<file path="config.mk">
export PLATFORM = sky130hd
export DESIGN_NAME = lpc_top
export DESIGN_NICKNAME = d
export VERILOG_FILES = /design/src/common/lpc_pkg.sv /design/src/common/lpc_reg_if.sv /design/src/hw/lpc_ahb_slave.sv /design/src/hw/lpc_top.sv
export SDC_FILE = /design/constraint.sdc
export NUM_CORES = 1
export LEC_CHECK = 0
export BUFFER_PORTS_ARGS = -buffer_cell sky130_fd_sc_hd__buf_2
export CORE_MARGIN = 1.5
export CORE_UTILIZATION = 40
export DETAILED_ROUTE_END_ITERATION = 10
export PLACE_DENSITY = 0.86
export SLEW_MARGIN = 10
export SYNTH_ARGS = -nofsm -noshare
export SYNTH_HDL_FRONTEND = slang
export SYNTH_SLANG_ARGS = --single-unit
</file>
<file path="constraint.sdc">
create_clock -name sys_clk -period 1.7 [get_ports sys_clk]
set_clock_uncertainty 0.15 [all_clocks]
set_input_delay 0.17 -clock sys_clk [delete_from_list [all_inputs] [get_ports sys_clk]]
set_output_delay 0.17 -clock sys_clk [all_outputs]
set_load 0.05 [all_outputs]
</file>
<file path="src/common/lpc_pkg.sv">
package lpc_pkg;

   // Byte addresses of the registers, low address byte only
   localparam logic [7:0]  ADDR_CTRL      = 8'h00;
   localparam logic [7:0]  ADDR_IRQ_STAT  = 8'h04;
   localparam logic [7:0]  ADDR_IRQ_MASK  = 8'h08;
   localparam logic [7:0]  ADDR_STATE     = 8'h0c;

   // Control and status register fields
   localparam int unsigned BIT_OT_IE      = 7;
   localparam int unsigned BIT_OTC        = 6;
   localparam int unsigned BIT_RX         = 5;
   localparam int unsigned BIT_TX_FORCE   = 4;
   localparam int unsigned BIT_UNDERVOLTAGE_SHUTDOWN_DISABLE       = 3;
   localparam int unsigned BIT_EN         = 2;
   localparam int unsigned SLEW_LSB       = 0;
   localparam int unsigned SLEW_W         = 2;

   // Slew rate codes
   localparam logic [1:0]  SLEW_NORMAL    = 2'h0;
   localparam logic [1:0]  SLEW_SLOW      = 2'h1;
   localparam logic [1:0]  SLEW_FAST      = 2'h2;
   localparam logic [1:0]  SLEW_NORMAL_B  = 2'h3;

   // Reset values
   localparam logic [1:0]  SLEW_RST       = SLEW_NORMAL;
   localparam logic        OT_IE_RST      = 1'h0;
   localparam logic        TX_FORCE_RST   = 1'h0;
   localparam logic        UNDERVOLTAGE_SHUTDOWN_DISABLE_RST       = 1'h0;
   localparam logic        EN_RST         = 1'h0;

   // Interrupt status and mask layout
   localparam int unsigned EV_W           = 3;
   localparam int unsigned EV_OT          = 0;
   localparam int unsigned EV_UV          = 1;
   localparam int unsigned EV_TX_BACK     = 2;
   localparam logic [2:0]  IRQ_STAT_RST   = 3'h0;
   localparam logic [2:0]  IRQ_MASK_RST   = 3'h0;

   // Internal state register layout
   localparam int unsigned ST_OT_SHUT     = 0;
   localparam int unsigned ST_UV_HOLD     = 1;
   localparam int unsigned ST_DRIVE       = 2;
   localparam int unsigned ST_TXD         = 3;

   // Synchronised pins: {undervoltage, overtemp, rx}
   localparam int unsigned PIN_W          = 3;
   localparam int unsigned PIN_RX         = 0;
   localparam int unsigned PIN_OT         = 1;
   localparam int unsigned PIN_UV         = 2;
   localparam logic [2:0]  PIN_RST        = 3'h1;

   typedef enum logic [2:0] {
      BUS_IDLE = 3'b001,
      BUS_WAIT = 3'b010,
      BUS_DONE = 3'b100
   } lpc_bus_e;

endpackage : lpc_pkg

</file>
<file path="src/common/lpc_reg_if.sv">
`timescale 1ns/1ps
interface lpc_reg_if;
   logic        wr_en;
   logic        rd_en;
   logic [7:0]  addr;
   logic [31:0] wdata;
   logic [31:0] rdata;

   modport bus  (output wr_en, output rd_en, output addr, output wdata, input rdata);
   modport core (input wr_en, input rd_en, input addr, input wdata, output rdata);
endinterface : lpc_reg_if

</file>
<file path="src/hw/lpc_ahb_slave.sv">
`timescale 1ns/1ps
module lpc_ahb_slave (
   input  wire logic        sys_clk,
   input  wire logic        rst_sync_n,
   input  wire logic        hsel,
   input  wire logic [31:0] haddr,
   input  wire logic [1:0]  htrans,
   input  wire logic        hwrite,
   input  wire logic [31:0] hwdata,
   input  wire logic        hready,
   output logic             hreadyout,
   output logic             hresp,
   output logic [31:0]      hrdata,
   lpc_reg_if.bus           regs
);

   lpc_pkg::lpc_bus_e st_r;
   logic [7:0]        addr_r;
   logic              write_r;
   logic [31:0]       hrdata_r;
   logic              take;

   // NONSEQ or SEQ both start a transfer; only singles are expected
   assign take = hsel & htrans[1] & hready;

   always_ff @(posedge sys_clk or negedge rst_sync_n) begin
      if (!rst_sync_n) begin
         st_r <= lpc_pkg::BUS_IDLE;
      end else begin
         unique case (st_r)
            lpc_pkg::BUS_IDLE: begin
               if (take) st_r <= lpc_pkg::BUS_WAIT;
            end
            lpc_pkg::BUS_WAIT: begin
               st_r <= lpc_pkg::BUS_DONE;
            end
            lpc_pkg::BUS_DONE: begin
               st_r <= take ? lpc_pkg::BUS_WAIT : lpc_pkg::BUS_IDLE;
            end
            default: begin
               st_r <= lpc_pkg::BUS_IDLE;
            end
         endcase
      end
   end

   always_ff @(posedge sys_clk or negedge rst_sync_n) begin
      if (!rst_sync_n) begin
         addr_r  <= 8'h00;
         write_r <= 1'b0;
      end else if (take) begin
         addr_r  <= haddr[7:0];
         write_r <= hwrite;
      end
   end

   // One wait state lets read data come from a flip-flop
   assign regs.addr  = addr_r;
   assign regs.wdata = hwdata;
   assign regs.wr_en = (st_r == lpc_pkg::BUS_WAIT) & write_r;
   assign regs.rd_en = (st_r == lpc_pkg::BUS_WAIT) & ~write_r;

   always_ff @(posedge sys_clk or negedge rst_sync_n) begin
      if (!rst_sync_n) begin
         hrdata_r <= 32'h0000_0000;
      end else if (regs.rd_en) begin
         hrdata_r <= regs.rdata;
      end
   end

   assign hrdata    = hrdata_r;
   assign hreadyout = (st_r != lpc_pkg::BUS_WAIT);
   assign hresp     = 1'b0;

endmodule : lpc_ahb_slave

</file>
<file path="src/hw/lpc_top.sv">
`timescale 1ns/1ps
// How it works
// - Control bit 7 enables the over-temperature interrupt request.
// - Bit 6 reads one during over-temperature; the driver is shut down then.
// - Reading the condition bit clears the pending over-temperature flag.
// - Bit 5 shows live bus level: 0 dominant, 1 recessive.
// - Bit 4 set forces the transmitter dominant, ORed with the transmit path.
// - Bit 3 clear forces recessive on supply under-voltage; set keeps bus working.
// - Bit 2 enables the physical layer; clear disables it.
// - Bits 1:0 pick slew: 00 normal, 01 slow, 10 fast, 11 normal.
// - A new over-temperature interrupt needs the condition to vanish and recur.
// - Shut driver re-enables once over-temperature is gone and transmit input high.
// - Under-voltage while dominant waits for the next release, then holds recessive.
// - Slew selection resets to normal.
module lpc_top (
   input  wire logic        sys_clk,
   input  wire logic        rst_n,
   input  wire logic        hsel,
   input  wire logic [31:0] haddr,
   input  wire logic [1:0]  htrans,
   input  wire logic        hwrite,
   input  wire logic [31:0] hwdata,
   input  wire logic        hready,
   output logic             hreadyout,
   output logic             hresp,
   output logic [31:0]      hrdata,
   input  wire logic        txd_in,
   input  wire logic        rx_pin,
   input  wire logic        overtemp_pin,
   input  wire logic        undervoltage_pin,
   output logic             lin_drive_dominant,
   output logic             phy_enable,
   output logic [1:0]       slew_mode,
   output logic             irq
);

   function automatic logic hit(input logic [7:0] a, input logic [7:0] off);
      hit = (a == off);
   endfunction : hit

   function automatic logic [1:0] norm_slew(input logic [1:0] code);
      norm_slew = (code == lpc_pkg::SLEW_NORMAL_B) ? lpc_pkg::SLEW_NORMAL : code;
   endfunction : norm_slew

   logic                     rst_s1_r;
   logic                     rst_sync_n;
   logic [lpc_pkg::PIN_W-1:0] pin_s1_r;
   logic [lpc_pkg::PIN_W-1:0] pin_s2_r;
   logic                     ot_prev_r;
   logic                     uv_prev_r;
   logic                     ot_ie_r;
   logic                     tx_force_r;
   logic                     undervoltage_shutdown_disable_r;
   logic                     en_r;
   logic [1:0]               slew_r;
   logic                     ot_shut_r;
   logic                     uv_hold_r;
   logic                     drive_r;
   logic [1:0]               slew_mode_r;
   logic [lpc_pkg::EV_W-1:0] stat_r;
   logic [lpc_pkg::EV_W-1:0] stat_nxt;
   logic [lpc_pkg::EV_W-1:0] mask_r;
   logic [lpc_pkg::EV_W-1:0] ev;
   logic [lpc_pkg::EV_W-1:0] clr;
   logic                     irq_r;
   logic                     rx_now;
   logic                     ot_now;
   logic                     uv_now;
   logic                     tx_req;
   logic                     uv_act;
   logic                     wr_ctrl;
   logic [7:0]               ctrl_rd;

   lpc_reg_if regs ();

   lpc_ahb_slave u_slave (
      .sys_clk    (sys_clk),
      .rst_sync_n (rst_sync_n),
      .hsel       (hsel),
      .haddr      (haddr),
      .htrans     (htrans),
      .hwrite     (hwrite),
      .hwdata     (hwdata),
      .hready     (hready),
      .hreadyout  (hreadyout),
      .hresp      (hresp),
      .hrdata     (hrdata),
      .regs       (regs)
   );

   // Reset release is synchronised; assertion stays asynchronous
   always_ff @(posedge sys_clk or negedge rst_n) begin
      if (!rst_n) begin
         rst_s1_r <= 1'b0;
      end else begin
         rst_s1_r <= 1'b1;
      end
   end

   always_ff @(posedge sys_clk or negedge rst_n) begin
      if (!rst_n) begin
         rst_sync_n <= 1'b0;
      end else begin
         rst_sync_n <= rst_s1_r;
      end
   end

   // Analog comparator pins are asynchronous
   always_ff @(posedge sys_clk or negedge rst_sync_n) begin
      if (!rst_sync_n) begin
         pin_s1_r <= lpc_pkg::PIN_RST;
         pin_s2_r <= lpc_pkg::PIN_RST;
      end else begin
         pin_s1_r <= {undervoltage_pin, overtemp_pin, rx_pin};
         pin_s2_r <= pin_s1_r;
      end
   end

   assign rx_now = pin_s2_r[lpc_pkg::PIN_RX];
   assign ot_now = pin_s2_r[lpc_pkg::PIN_OT];
   assign uv_now = pin_s2_r[lpc_pkg::PIN_UV];

   // Edge detectors start at the idle level, so reset gives no false edge
   always_ff @(posedge sys_clk or negedge rst_sync_n) begin
      if (!rst_sync_n) begin
         ot_prev_r <= 1'b0;
      end else begin
         ot_prev_r <= ot_now;
      end
   end

   always_ff @(posedge sys_clk or negedge rst_sync_n) begin
      if (!rst_sync_n) begin
         uv_prev_r <= 1'b0;
      end else begin
         uv_prev_r <= uv_now;
      end
   end

   assign wr_ctrl = regs.wr_en & hit(regs.addr, lpc_pkg::ADDR_CTRL);

   // Control register; bits 6 and 5 have no storage
   always_ff @(posedge sys_clk or negedge rst_sync_n) begin
      if (!rst_sync_n) begin
         ot_ie_r <= lpc_pkg::OT_IE_RST;
      end else if (wr_ctrl) begin
         ot_ie_r <= regs.wdata[lpc_pkg::BIT_OT_IE];
      end
   end

   // Force stays set across a shutdown, so the bus goes dominant again on recovery
   always_ff @(posedge sys_clk or negedge rst_sync_n) begin
      if (!rst_sync_n) begin
         tx_force_r <= lpc_pkg::TX_FORCE_RST;
      end else if (wr_ctrl) begin
         tx_force_r <= regs.wdata[lpc_pkg::BIT_TX_FORCE];
      end
   end

   always_ff @(posedge sys_clk or negedge rst_sync_n) begin
      if (!rst_sync_n) begin
         undervoltage_shutdown_disable_r <= lpc_pkg::UNDERVOLTAGE_SHUTDOWN_DISABLE_RST;
      end else if (wr_ctrl) begin
         undervoltage_shutdown_disable_r <= regs.wdata[lpc_pkg::BIT_UNDERVOLTAGE_SHUTDOWN_DISABLE];
      end
   end

   // Clearing the enable drops the request at once, even in mid-bit
   always_ff @(posedge sys_clk or negedge rst_sync_n) begin
      if (!rst_sync_n) begin
         en_r <= lpc_pkg::EN_RST;
      end else if (wr_ctrl) begin
         en_r <= regs.wdata[lpc_pkg::BIT_EN];
      end
   end

   always_ff @(posedge sys_clk or negedge rst_sync_n) begin
      if (!rst_sync_n) begin
         slew_r <= lpc_pkg::SLEW_RST;
      end else if (wr_ctrl) begin
         slew_r <= regs.wdata[lpc_pkg::SLEW_LSB +: lpc_pkg::SLEW_W];
      end
   end

   // Transmit request: inverted transmit input ORed with the force bit
   assign tx_req = en_r & (~txd_in | tx_force_r);
   assign uv_act = uv_now & ~undervoltage_shutdown_disable_r;

   // Over-temperature shutdown latch
   always_ff @(posedge sys_clk or negedge rst_sync_n) begin
      if (!rst_sync_n) begin
         ot_shut_r <= 1'b0;
      end else if (ot_now) begin
         ot_shut_r <= 1'b1;
      end else if (txd_in) begin
         ot_shut_r <= 1'b0;
      end
   end

   // Hold only changes while the request is recessive, so no dominant bit is cut short
   always_ff @(posedge sys_clk or negedge rst_sync_n) begin
      if (!rst_sync_n) begin
         uv_hold_r <= 1'b0;
      end else if (!tx_req) begin
         uv_hold_r <= uv_act;
      end
   end

   // Registered so the pin never glitches while the inputs settle
   always_ff @(posedge sys_clk or negedge rst_sync_n) begin
      if (!rst_sync_n) begin
         drive_r <= 1'b0;
      end else begin
         drive_r <= tx_req & ~ot_shut_r & ~uv_hold_r;
      end
   end

   always_ff @(posedge sys_clk or negedge rst_sync_n) begin
      if (!rst_sync_n) begin
         slew_mode_r <= lpc_pkg::SLEW_RST;
      end else begin
         slew_mode_r <= norm_slew(slew_r);
      end
   end

   assign lin_drive_dominant = drive_r;
   assign phy_enable         = en_r;
   assign slew_mode          = slew_mode_r;

   // Over-temperature event only on a fresh rising edge of the condition
   assign ev[lpc_pkg::EV_OT]      = ot_now & ~ot_prev_r & ot_ie_r;
   assign ev[lpc_pkg::EV_UV]      = uv_now & ~uv_prev_r;
   assign ev[lpc_pkg::EV_TX_BACK] = ot_shut_r & ~ot_now & txd_in;

   // Write one to clear; a read of the control register also acknowledges over-temperature
   always_comb begin
      clr = '0;
      if (regs.wr_en && hit(regs.addr, lpc_pkg::ADDR_IRQ_STAT)) begin
         clr = regs.wdata[lpc_pkg::EV_W-1:0];
      end
      if (regs.rd_en && hit(regs.addr, lpc_pkg::ADDR_CTRL)) begin
         clr[lpc_pkg::EV_OT] = 1'b1;
      end
   end

   // Set wins over clear in the same cycle
   assign stat_nxt = (stat_r & ~clr) | ev;

   always_ff @(posedge sys_clk or negedge rst_sync_n) begin
      if (!rst_sync_n) begin
         stat_r <= lpc_pkg::IRQ_STAT_RST;
      end else begin
         stat_r <= stat_nxt;
      end
   end

   always_ff @(posedge sys_clk or negedge rst_sync_n) begin
      if (!rst_sync_n) begin
         mask_r <= lpc_pkg::IRQ_MASK_RST;
      end else if (regs.wr_en && hit(regs.addr, lpc_pkg::ADDR_IRQ_MASK)) begin
         mask_r <= regs.wdata[lpc_pkg::EV_W-1:0];
      end
   end

   always_ff @(posedge sys_clk or negedge rst_sync_n) begin
      if (!rst_sync_n) begin
         irq_r <= 1'b0;
      end else begin
         irq_r <= |(stat_r & mask_r);
      end
   end

   assign irq = irq_r;

   always_comb begin
      ctrl_rd                                         = 8'h00;
      ctrl_rd[lpc_pkg::BIT_OT_IE]                     = ot_ie_r;
      ctrl_rd[lpc_pkg::BIT_OTC]                       = ot_now;
      ctrl_rd[lpc_pkg::BIT_RX]                        = rx_now;
      ctrl_rd[lpc_pkg::BIT_TX_FORCE]                  = tx_force_r;
      ctrl_rd[lpc_pkg::BIT_UNDERVOLTAGE_SHUTDOWN_DISABLE]                      = undervoltage_shutdown_disable_r;
      ctrl_rd[lpc_pkg::BIT_EN]                        = en_r;
      ctrl_rd[lpc_pkg::SLEW_LSB +: lpc_pkg::SLEW_W]   = slew_r;
   end

   // Unmapped addresses read zero and ignore writes
   always_comb begin
      regs.rdata = 32'h0000_0000;
      if (hit(regs.addr, lpc_pkg::ADDR_CTRL)) begin
         regs.rdata[7:0] = ctrl_rd;
      end else if (hit(regs.addr, lpc_pkg::ADDR_IRQ_STAT)) begin
         regs.rdata[lpc_pkg::EV_W-1:0] = stat_r;
      end else if (hit(regs.addr, lpc_pkg::ADDR_IRQ_MASK)) begin
         regs.rdata[lpc_pkg::EV_W-1:0] = mask_r;
      end else if (hit(regs.addr, lpc_pkg::ADDR_STATE)) begin
         regs.rdata[lpc_pkg::ST_OT_SHUT] = ot_shut_r;
         regs.rdata[lpc_pkg::ST_UV_HOLD] = uv_hold_r;
         regs.rdata[lpc_pkg::ST_DRIVE]   = drive_r;
         regs.rdata[lpc_pkg::ST_TXD]     = txd_in;
      end
   end

endmodule : lpc_top

</file>
## After elaboration in Yosys (flattened, before gate mapping)

Cells that the tools add are included.

- Equal/unequal tests: 9
- Multiplexer cells: 15
- Bitwise operators: 27
- Reductions and logical operators: 6

Operators by type and width:

| operator | number |
|---|---|
| $eq 8x4->1 const B | 2 |
| $and 1x1->1 | 14 |
| $mux 3 | 4 |
| $mux 4 | 3 |
| $pmux 3 s3 | 1 |
| $eq 8x3->1 const B | 1 |
| $logic_not 8->1 | 1 |
| $not 1->1 | 8 |
| $and 3x3->3 | 2 |
| $mux 1 | 5 |
| $mux 2 | 2 |
| $eq 3x1->1 const B | 1 |
| $eq 3x2->1 const B | 1 |
| $eq 3x3->1 const B | 1 |
| $logic_and 1x1->1 | 3 |
| $ne 3x2->1 const B | 1 |
| $not 3->3 | 1 |
| $or 3x3->3 | 1 |
| $reduce_or 3->1 | 1 |
| $eq 2x2->1 const B | 1 |
| $ne 2x1->1 const B | 1 |
| $reduce_bool 2->1 | 1 |
| $or 1x1->1 | 1 |

- Register bits after elaboration: 48
- Logic and storage cells: 79

## Logic depth before layout (Yosys ltp)

- Word-level depth: 8
- Mapped depth: 5
- Gate-level depth less buffers: 5

## Cells and area by module

Synthesis repeated with hierarchy kept, for this count alone.

- Cells, all modules: 215
- Area total of the unflattened synthesis: 3094.2 sq um

Modules (own cells, without submodules):

| module | instances | cells each | area an instance (sq um) | sequential area each (sq um) |
|---|---|---|---|---|
| lpc_ahb_slave | 1 | 133 | 1936.9 | 1102.3 |
| lpc_top | 1 | 82 | 1157.4 | 703.2 |

## Worst setup path after synthesis

OpenSTA, ideal clock, no wires.

- Path kind: register -> register
- Start: reg u_slave.addr_r[5] (netlist: u_slave.regs.addr[5])
- End: reg ot_ie_r
- Library setup time: 125 ps
- Data arrival time: 2043 ps
- Data required time: 1425 ps
- Path slack: -618 ps
- Stages on the path, launching flop included: 6
- Path buffers: 1
- Clock period less this slack: 2318 ps
- Cells stage by stage: dfrtp_1 -> or4_4 -> or2_4 -> or4_4 -> buf_6 -> mux2_4

- Longest elaborated chain between the ends: 2

RTL lines:

| item | RTL line | source |
|---|---|---|
| from (decl) | lpc_ahb_slave.sv:18 | `logic [7:0] addr_r;` |
| from (signal assigned) | lpc_ahb_slave.sv:52 | `addr_r <= haddr[7:0];` |
| $logic_not 8->1 | lpc_top.sv:38 | `hit = (a == off);` |
| $and 1x1->1 | lpc_top.sv:140 | `assign wr_ctrl = regs.wr_en & hit(regs.addr, lpc_pkg::ADDR_CTRL);` |
| to (signal assigned) | lpc_top.sv:145 | `ot_ie_r <= lpc_pkg::OT_IE_RST;` |
| to (signal assigned) | lpc_top.sv:147 | `ot_ie_r <= regs.wdata[lpc_pkg::BIT_OT_IE];` |
| to (decl) | lpc_top.sv:51 | `logic ot_ie_r;` |

Every way passes these cells.
A chain may end at the register's enable or synchronous reset.

## Worst setup path after layout

- Start: reg u_slave.addr_r[6] (netlist: u_slave.regs.addr[6])
- End: reg slew_r[0]

- Longest elaborated chain between the ends: 2

RTL lines:

| item | RTL line | source |
|---|---|---|
| $logic_not 8->1 | lpc_top.sv:38 |  |
| $and 1x1->1 | lpc_top.sv:140 |  |
| to (signal assigned) | lpc_top.sv:179 | `slew_r <= lpc_pkg::SLEW_RST;` |
| to (signal assigned) | lpc_top.sv:181 | `slew_r <= regs.wdata[lpc_pkg::SLEW_LSB +: lpc_pkg::SLEW_W];` |
| to (decl) | lpc_top.sv:55 | `logic [1:0] slew_r;` |

Every way passes these cells.

==> flow_summary.html <==
<table>
<tr><th>Metric</th><th>Value</th></tr>
<tr><th colspan="2">Synth</th></tr>
<tr><td>Largest cells by area after synthesis</td><td>sky130_fd_sc_hd__dfrtp_1 55%, sky130_fd_sc_hd__buf_4 9.1%, sky130_fd_sc_hd__mux2_2 6.5%</td></tr>
<tr><td>Sequential cell area fraction in the yosys report</td><td>0.584</td></tr>
<tr><td>Number of instances in the synthesized netlist</td><td>163</td></tr>
<tr><td>Top cell type's share of synthesized area</td><td>0.545</td></tr>
<tr><td>Cell area after technology mapping</td><td>2060 um2</td></tr>
<tr><td>Dominant register cell in the synthesized netlist</td><td>sky130_fd_sc_hd__dfrtp_1</td></tr>
<tr><td>Post-synthesis register bit count</td><td>48</td></tr>
<tr><td>Area leader, netlist</td><td>sky130_fd_sc_hd__dfrtp_1</td></tr>
<tr><td>Async set-reset flop share out of synthesis</td><td>1.00</td></tr>
<tr><td>Mean Syn Cell Area</td><td>12.7 um2</td></tr>
<tr><td>Synth cell types</td><td>34</td></tr>
<tr><td>Number of warnings reported in the yosys synthesis log</td><td>0</td></tr>
<tr><td>Number of enable-type register cells in the synthesized netlist</td><td>0</td></tr>
<tr><th colspan="2">Hold path</th></tr>
<tr><td>Number of instances on the worst hold path</td><td>2</td></tr>
<tr><td>Type of the tightest min-delay check</td><td>input port to flip-flop</td></tr>
<tr><td>Worst Min Path Start</td><td>hwdata[0]</td></tr>
<tr><th colspan="2">Critical path</th></tr>
<tr><td>Worst reg2reg path depth</td><td>4</td></tr>
<tr><td>Worst setup path startpoint</td><td>u_slave.regs.addr[6]$_DFFE_PN0P_</td></tr>
<tr><td>CP max FO</td><td>6</td></tr>
<tr><td>Path type of the worst setup path</td><td>flip-flop to flip-flop</td></tr>
<tr><td>Flop-to-flop setup slack</td><td>-0.58 ns</td></tr>
<tr><td>Required time of the critical path</td><td>1.73 ns</td></tr>
<tr><td>Setup crit end kind</td><td>flip-flop</td></tr>
<tr><td>Chain of cells forming the critical path</td><td>or4_4, or2_4, or4_4, mux2_4</td></tr>
<tr><td>CP max-delay cell</td><td>sky130_fd_sc_hd__or4_4</td></tr>
<tr><td>Cell type with the highest occurrence count on the critical path</td><td>sky130_fd_sc_hd__or4_4</td></tr>
<tr><td>Startpoint types</td><td>flip-flop</td></tr>
<tr><td>Reg-to-reg startpoint</td><td>u_slave.regs.addr[6]$_DFFE_PN0P_</td></tr>
<tr><td>CP Data Arrival Time</td><td>2.31 ns</td></tr>
<tr><td>CP peak stage delay</td><td>0.53 ns</td></tr>
<tr><th colspan="2">Floorplan</th></tr>
<tr><td>Die height</td><td>74.8 um</td></tr>
<tr><td>Die ar.</td><td>5600 um2</td></tr>
<tr><td>Number of cell rows</td><td>25</td></tr>
<tr><td>Starting density of the core</td><td>0.426</td></tr>
<tr><td>Core ar.</td><td>4850 um2</td></tr>
<tr><td>Total I/O pin count</td><td>114</td></tr>
<tr><td>Die Wd</td><td>74.8 um</td></tr>
<tr><th colspan="2">Clocking</th></tr>
<tr><td>Worst skew pair latency</td><td>0.30 ns</td></tr>
<tr><td>CTS buffer count</td><td>5</td></tr>
<tr><td>Clock Root Buffer</td><td>sky130_fd_sc_hd__clkbuf_8</td></tr>
<tr><td>TritonCTS Sinks</td><td>48</td></tr>
<tr><td>TritonCTS clock tree</td><td>yes</td></tr>
<tr><td>CTS Buffer Depth</td><td>2</td></tr>
<tr><td>Clock slew seen by the registers of the worst setup and hold paths</td><td>0.09 ns</td></tr>
<tr><td>H-tree depth</td><td>2</td></tr>
<tr><th colspan="2">Run status</th></tr>
<tr><td>Violated checks</td><td>negative setup slack</td></tr>
<tr><td>Run status</td><td>complete, but fails checks</td></tr>
<tr><th colspan="2">Layout</th></tr>
<tr><td>Final standard cell utilization of the core</td><td>0.576</td></tr>
<tr><td>Fraction of final layout cells sized beyond drive strength 1</td><td>0.420</td></tr>
<tr><td>Number of nets in the layout</td><td>319</td></tr>
<tr><td>Signed area change from the synthesized netlist to the final layout</td><td>35.3%</td></tr>
<tr><td>Final std cell area, no fill</td><td>2790 um2</td></tr>
<tr><td>Fill count</td><td>396</td></tr>
<tr><td>Non-filler cells in the finished layout</td><td>312</td></tr>
<tr><td>Antenna Diode Count</td><td>0</td></tr>
<tr><td>Sequential Area</td><td>1210 um2</td></tr>
<tr><td>Footprint of the multi-input gates</td><td>800 um2</td></tr>
<tr><th colspan="2">Timing</th></tr>
<tr><td>Number of slew-limit violations in the final report</td><td>0</td></tr>
<tr><td>RSZ-0062 raised after global routing</td><td>yes</td></tr>
<tr><td>Shortest period the worst path allows</td><td>2.28 ns</td></tr>
<tr><td>Setup WS post-layout</td><td>-0.581 ns</td></tr>
<tr><td>Period utilization</td><td>1.34</td></tr>
<tr><td>Fmax</td><td>0.438 GHz</td></tr>
<tr><td>Final hold violation count</td><td>0</td></tr>
<tr><td>Setup violations, final</td><td>21</td></tr>
<tr><th colspan="2">Flow run</th></tr>
<tr><td>Reported max-cap violation count</td><td>0</td></tr>
<tr><th colspan="2">Detailed routing</th></tr>
<tr><td>Iteration count of the initial detailed-routing pass</td><td>4</td></tr>
<tr><td>Avg WL per Cell</td><td>13.3 um</td></tr>
<tr><td>Detail Route Antenna Nets</td><td>0</td></tr>
<tr><td>DRC viols</td><td>0</td></tr>
<tr><td>Final Routed Wirelength</td><td>4140 um</td></tr>
<tr><td>Starting DRT DRC Count</td><td>55</td></tr>
<tr><td>Vias after detailed routing</td><td>1446</td></tr>
<tr><td>Via/cell ratio</td><td>4.63</td></tr>
<tr><th colspan="2">Global route</th></tr>
<tr><td>Pin count of the biggest net entering global routing</td><td>47</td></tr>
<tr><td>Global-route congestion overflow total</td><td>0</td></tr>
<tr><td>Vias in the first global route</td><td>1408</td></tr>
<tr><td>Number of antenna violations at the first check in global routing</td><td>0</td></tr>
<tr><td>First-pass GRT wire length</td><td>6600 um</td></tr>
<tr><td>Total GRT Usage</td><td>0.159</td></tr>
<tr><th colspan="2">Placed design</th></tr>
<tr><td>Placed cells</td><td>279</td></tr>
<tr><td>HPWL after detailed placement</td><td>2890 um</td></tr>
<tr><td>Area after detailed placement</td><td>2360 um2</td></tr>
<tr><td>Worst-case setup slack after placement</td><td>-0.561 ns</td></tr>
<tr><td># port buffers</td><td>37</td></tr>
<tr><td>Placer's final routability congestion estimate</td><td>0.856</td></tr>
<tr><th colspan="2">Pwr</th></tr>
<tr><td>Total Power</td><td>2410 uW</td></tr>
<tr><td>Static power due to leakage</td><td>0.00137 uW</td></tr>
<tr><td>Pwr per Cell Area</td><td>863 nW/um2</td></tr>
<tr><td>Largest voltage drop on the vdd net</td><td>0.000663 V</td></tr>
</table>
[critical path, delay by kind of cell, from the launching register on]
kind | cells | cell delay, ns
flip-flops | 1 | 0.38
AND/OR/NAND/NOR | 3 | 1.31
multiplexers | 1 | 0.34
[cells by family (layout without fill, tap and decap cells)]
kind of cell              count (synthesis)  in the layout  synth area share
xor gates and xnor gates                  1              1           0.00424
and+or+nand+nor                          38             38             0.106
other                                     2             26           0.00364
DFF                                      48             48             0.584
AOI/OAI and AO/OA                        18             18            0.0661
muxes                                    21             21             0.124
buffers and inverters                    35             93             0.113
[cells in the final DEF, fill, tap and decap left out, drive strengths merged, types with 5 or more instances in the layout]
master,instances
clkbuf,6
inv,6
dlygate4sd3,19
mux2,18
conb,26
nor2,9
a22o,5
nand2,7
buf,60
dfrtp,45
[state kept, by name, indices dropped and copies added (netlist names), 3 cells and up]
| register | flops |
|---|---|
| u_slave.st_r | 3 |
| pin_s2_r | 3 |
| mask_r | 3 |
| pin_s1_r | 3 |
| u_slave.regs.addr | 8 |
| u_slave.hrdata | 8 |
| stat_r | 3 |
[stage by stage]
stage | hold slack [ns] | setup TNS (ns)
2_1_floorplan | -0.276 | -8.77
3_3_place_gp | -0.195 | -8.84
3_5_place_dp | -0.193 | -9.26
4_1_cts | 0.000164 | -9.06
5_1_grt | 0.00126 | -10.82
6_report | 0.0242 | -9.83
[path summary, 6_finish.rpt]
path	end
min	mask_r[0]$_DFFE_PN0P_
max in group asynchronous	u_slave.st_r[0]$_DFFE_PN1P_
min reg2reg	irq$_DFF_PN0_
max	slew_r[0]$_DFFE_PN0P_
min in group asynchronous	rst_sync_n$_DFF_PN0_
max reg2reg	slew_r[0]$_DFFE_PN0P_
[cell usage after synthesis (all sizes together) (2+ instances only)]
cell type / n
a22o: 5
or2: 2
dfrtp: 45
a21oi: 2
nand2: 7
nor4: 4
nor3: 3
clkbuf: 2
nand3b: 2
o21ai: 2
inv: 6
nor3b: 3
nor2: 9
dfstp: 3
conb: 2
mux2i: 3
buf: 27
a22oi: 4
mux2: 18
or4b: 2
or4: 2
nor2b: 2
[routing by layer]
layer / track usage / up-vias / wire length [um]
met5: 0 / - / 0
met4: 0.0646 / 0 / 75
met3: 0.0442 / 8 / 185
met2: 0.264 / 48 / 2120
met1: 0.198 / 718 / 1760
li1: - / 672 / -
[power by group]
group,internal [uW],switching (uW)
Sequential,1220,53.4
Combinational,187,300
Clock,288,364
Total,1690,717
[layout make-up]
| type | instances | share of cell area |
|---|---|---|
| Tap cell | 67 | 0.0300 |
| Inverter | 6 | 0.00896 |
| Sequential cell | 48 | 0.432 |
| Multi-Input combinational cell | 104 | 0.286 |
| Clock buffer | 6 | 0.0260 |
| Clock inverter | 2 | 0.00448 |
| Timing Repair Buffer | 79 | 0.212 |
[what timing repair did]
item                                    4_1_cts  5_1_grt
resized for setup                            21        3
endpoints found under the hold margin        22        0
cloned                                        0        0
buffers inserted                              5        1
hold buffers                                 19        0
endpoints found under the setup margin       21       21
pin swaps                                     6        3
Note: power is estimated with default switching activity, not from simulation.
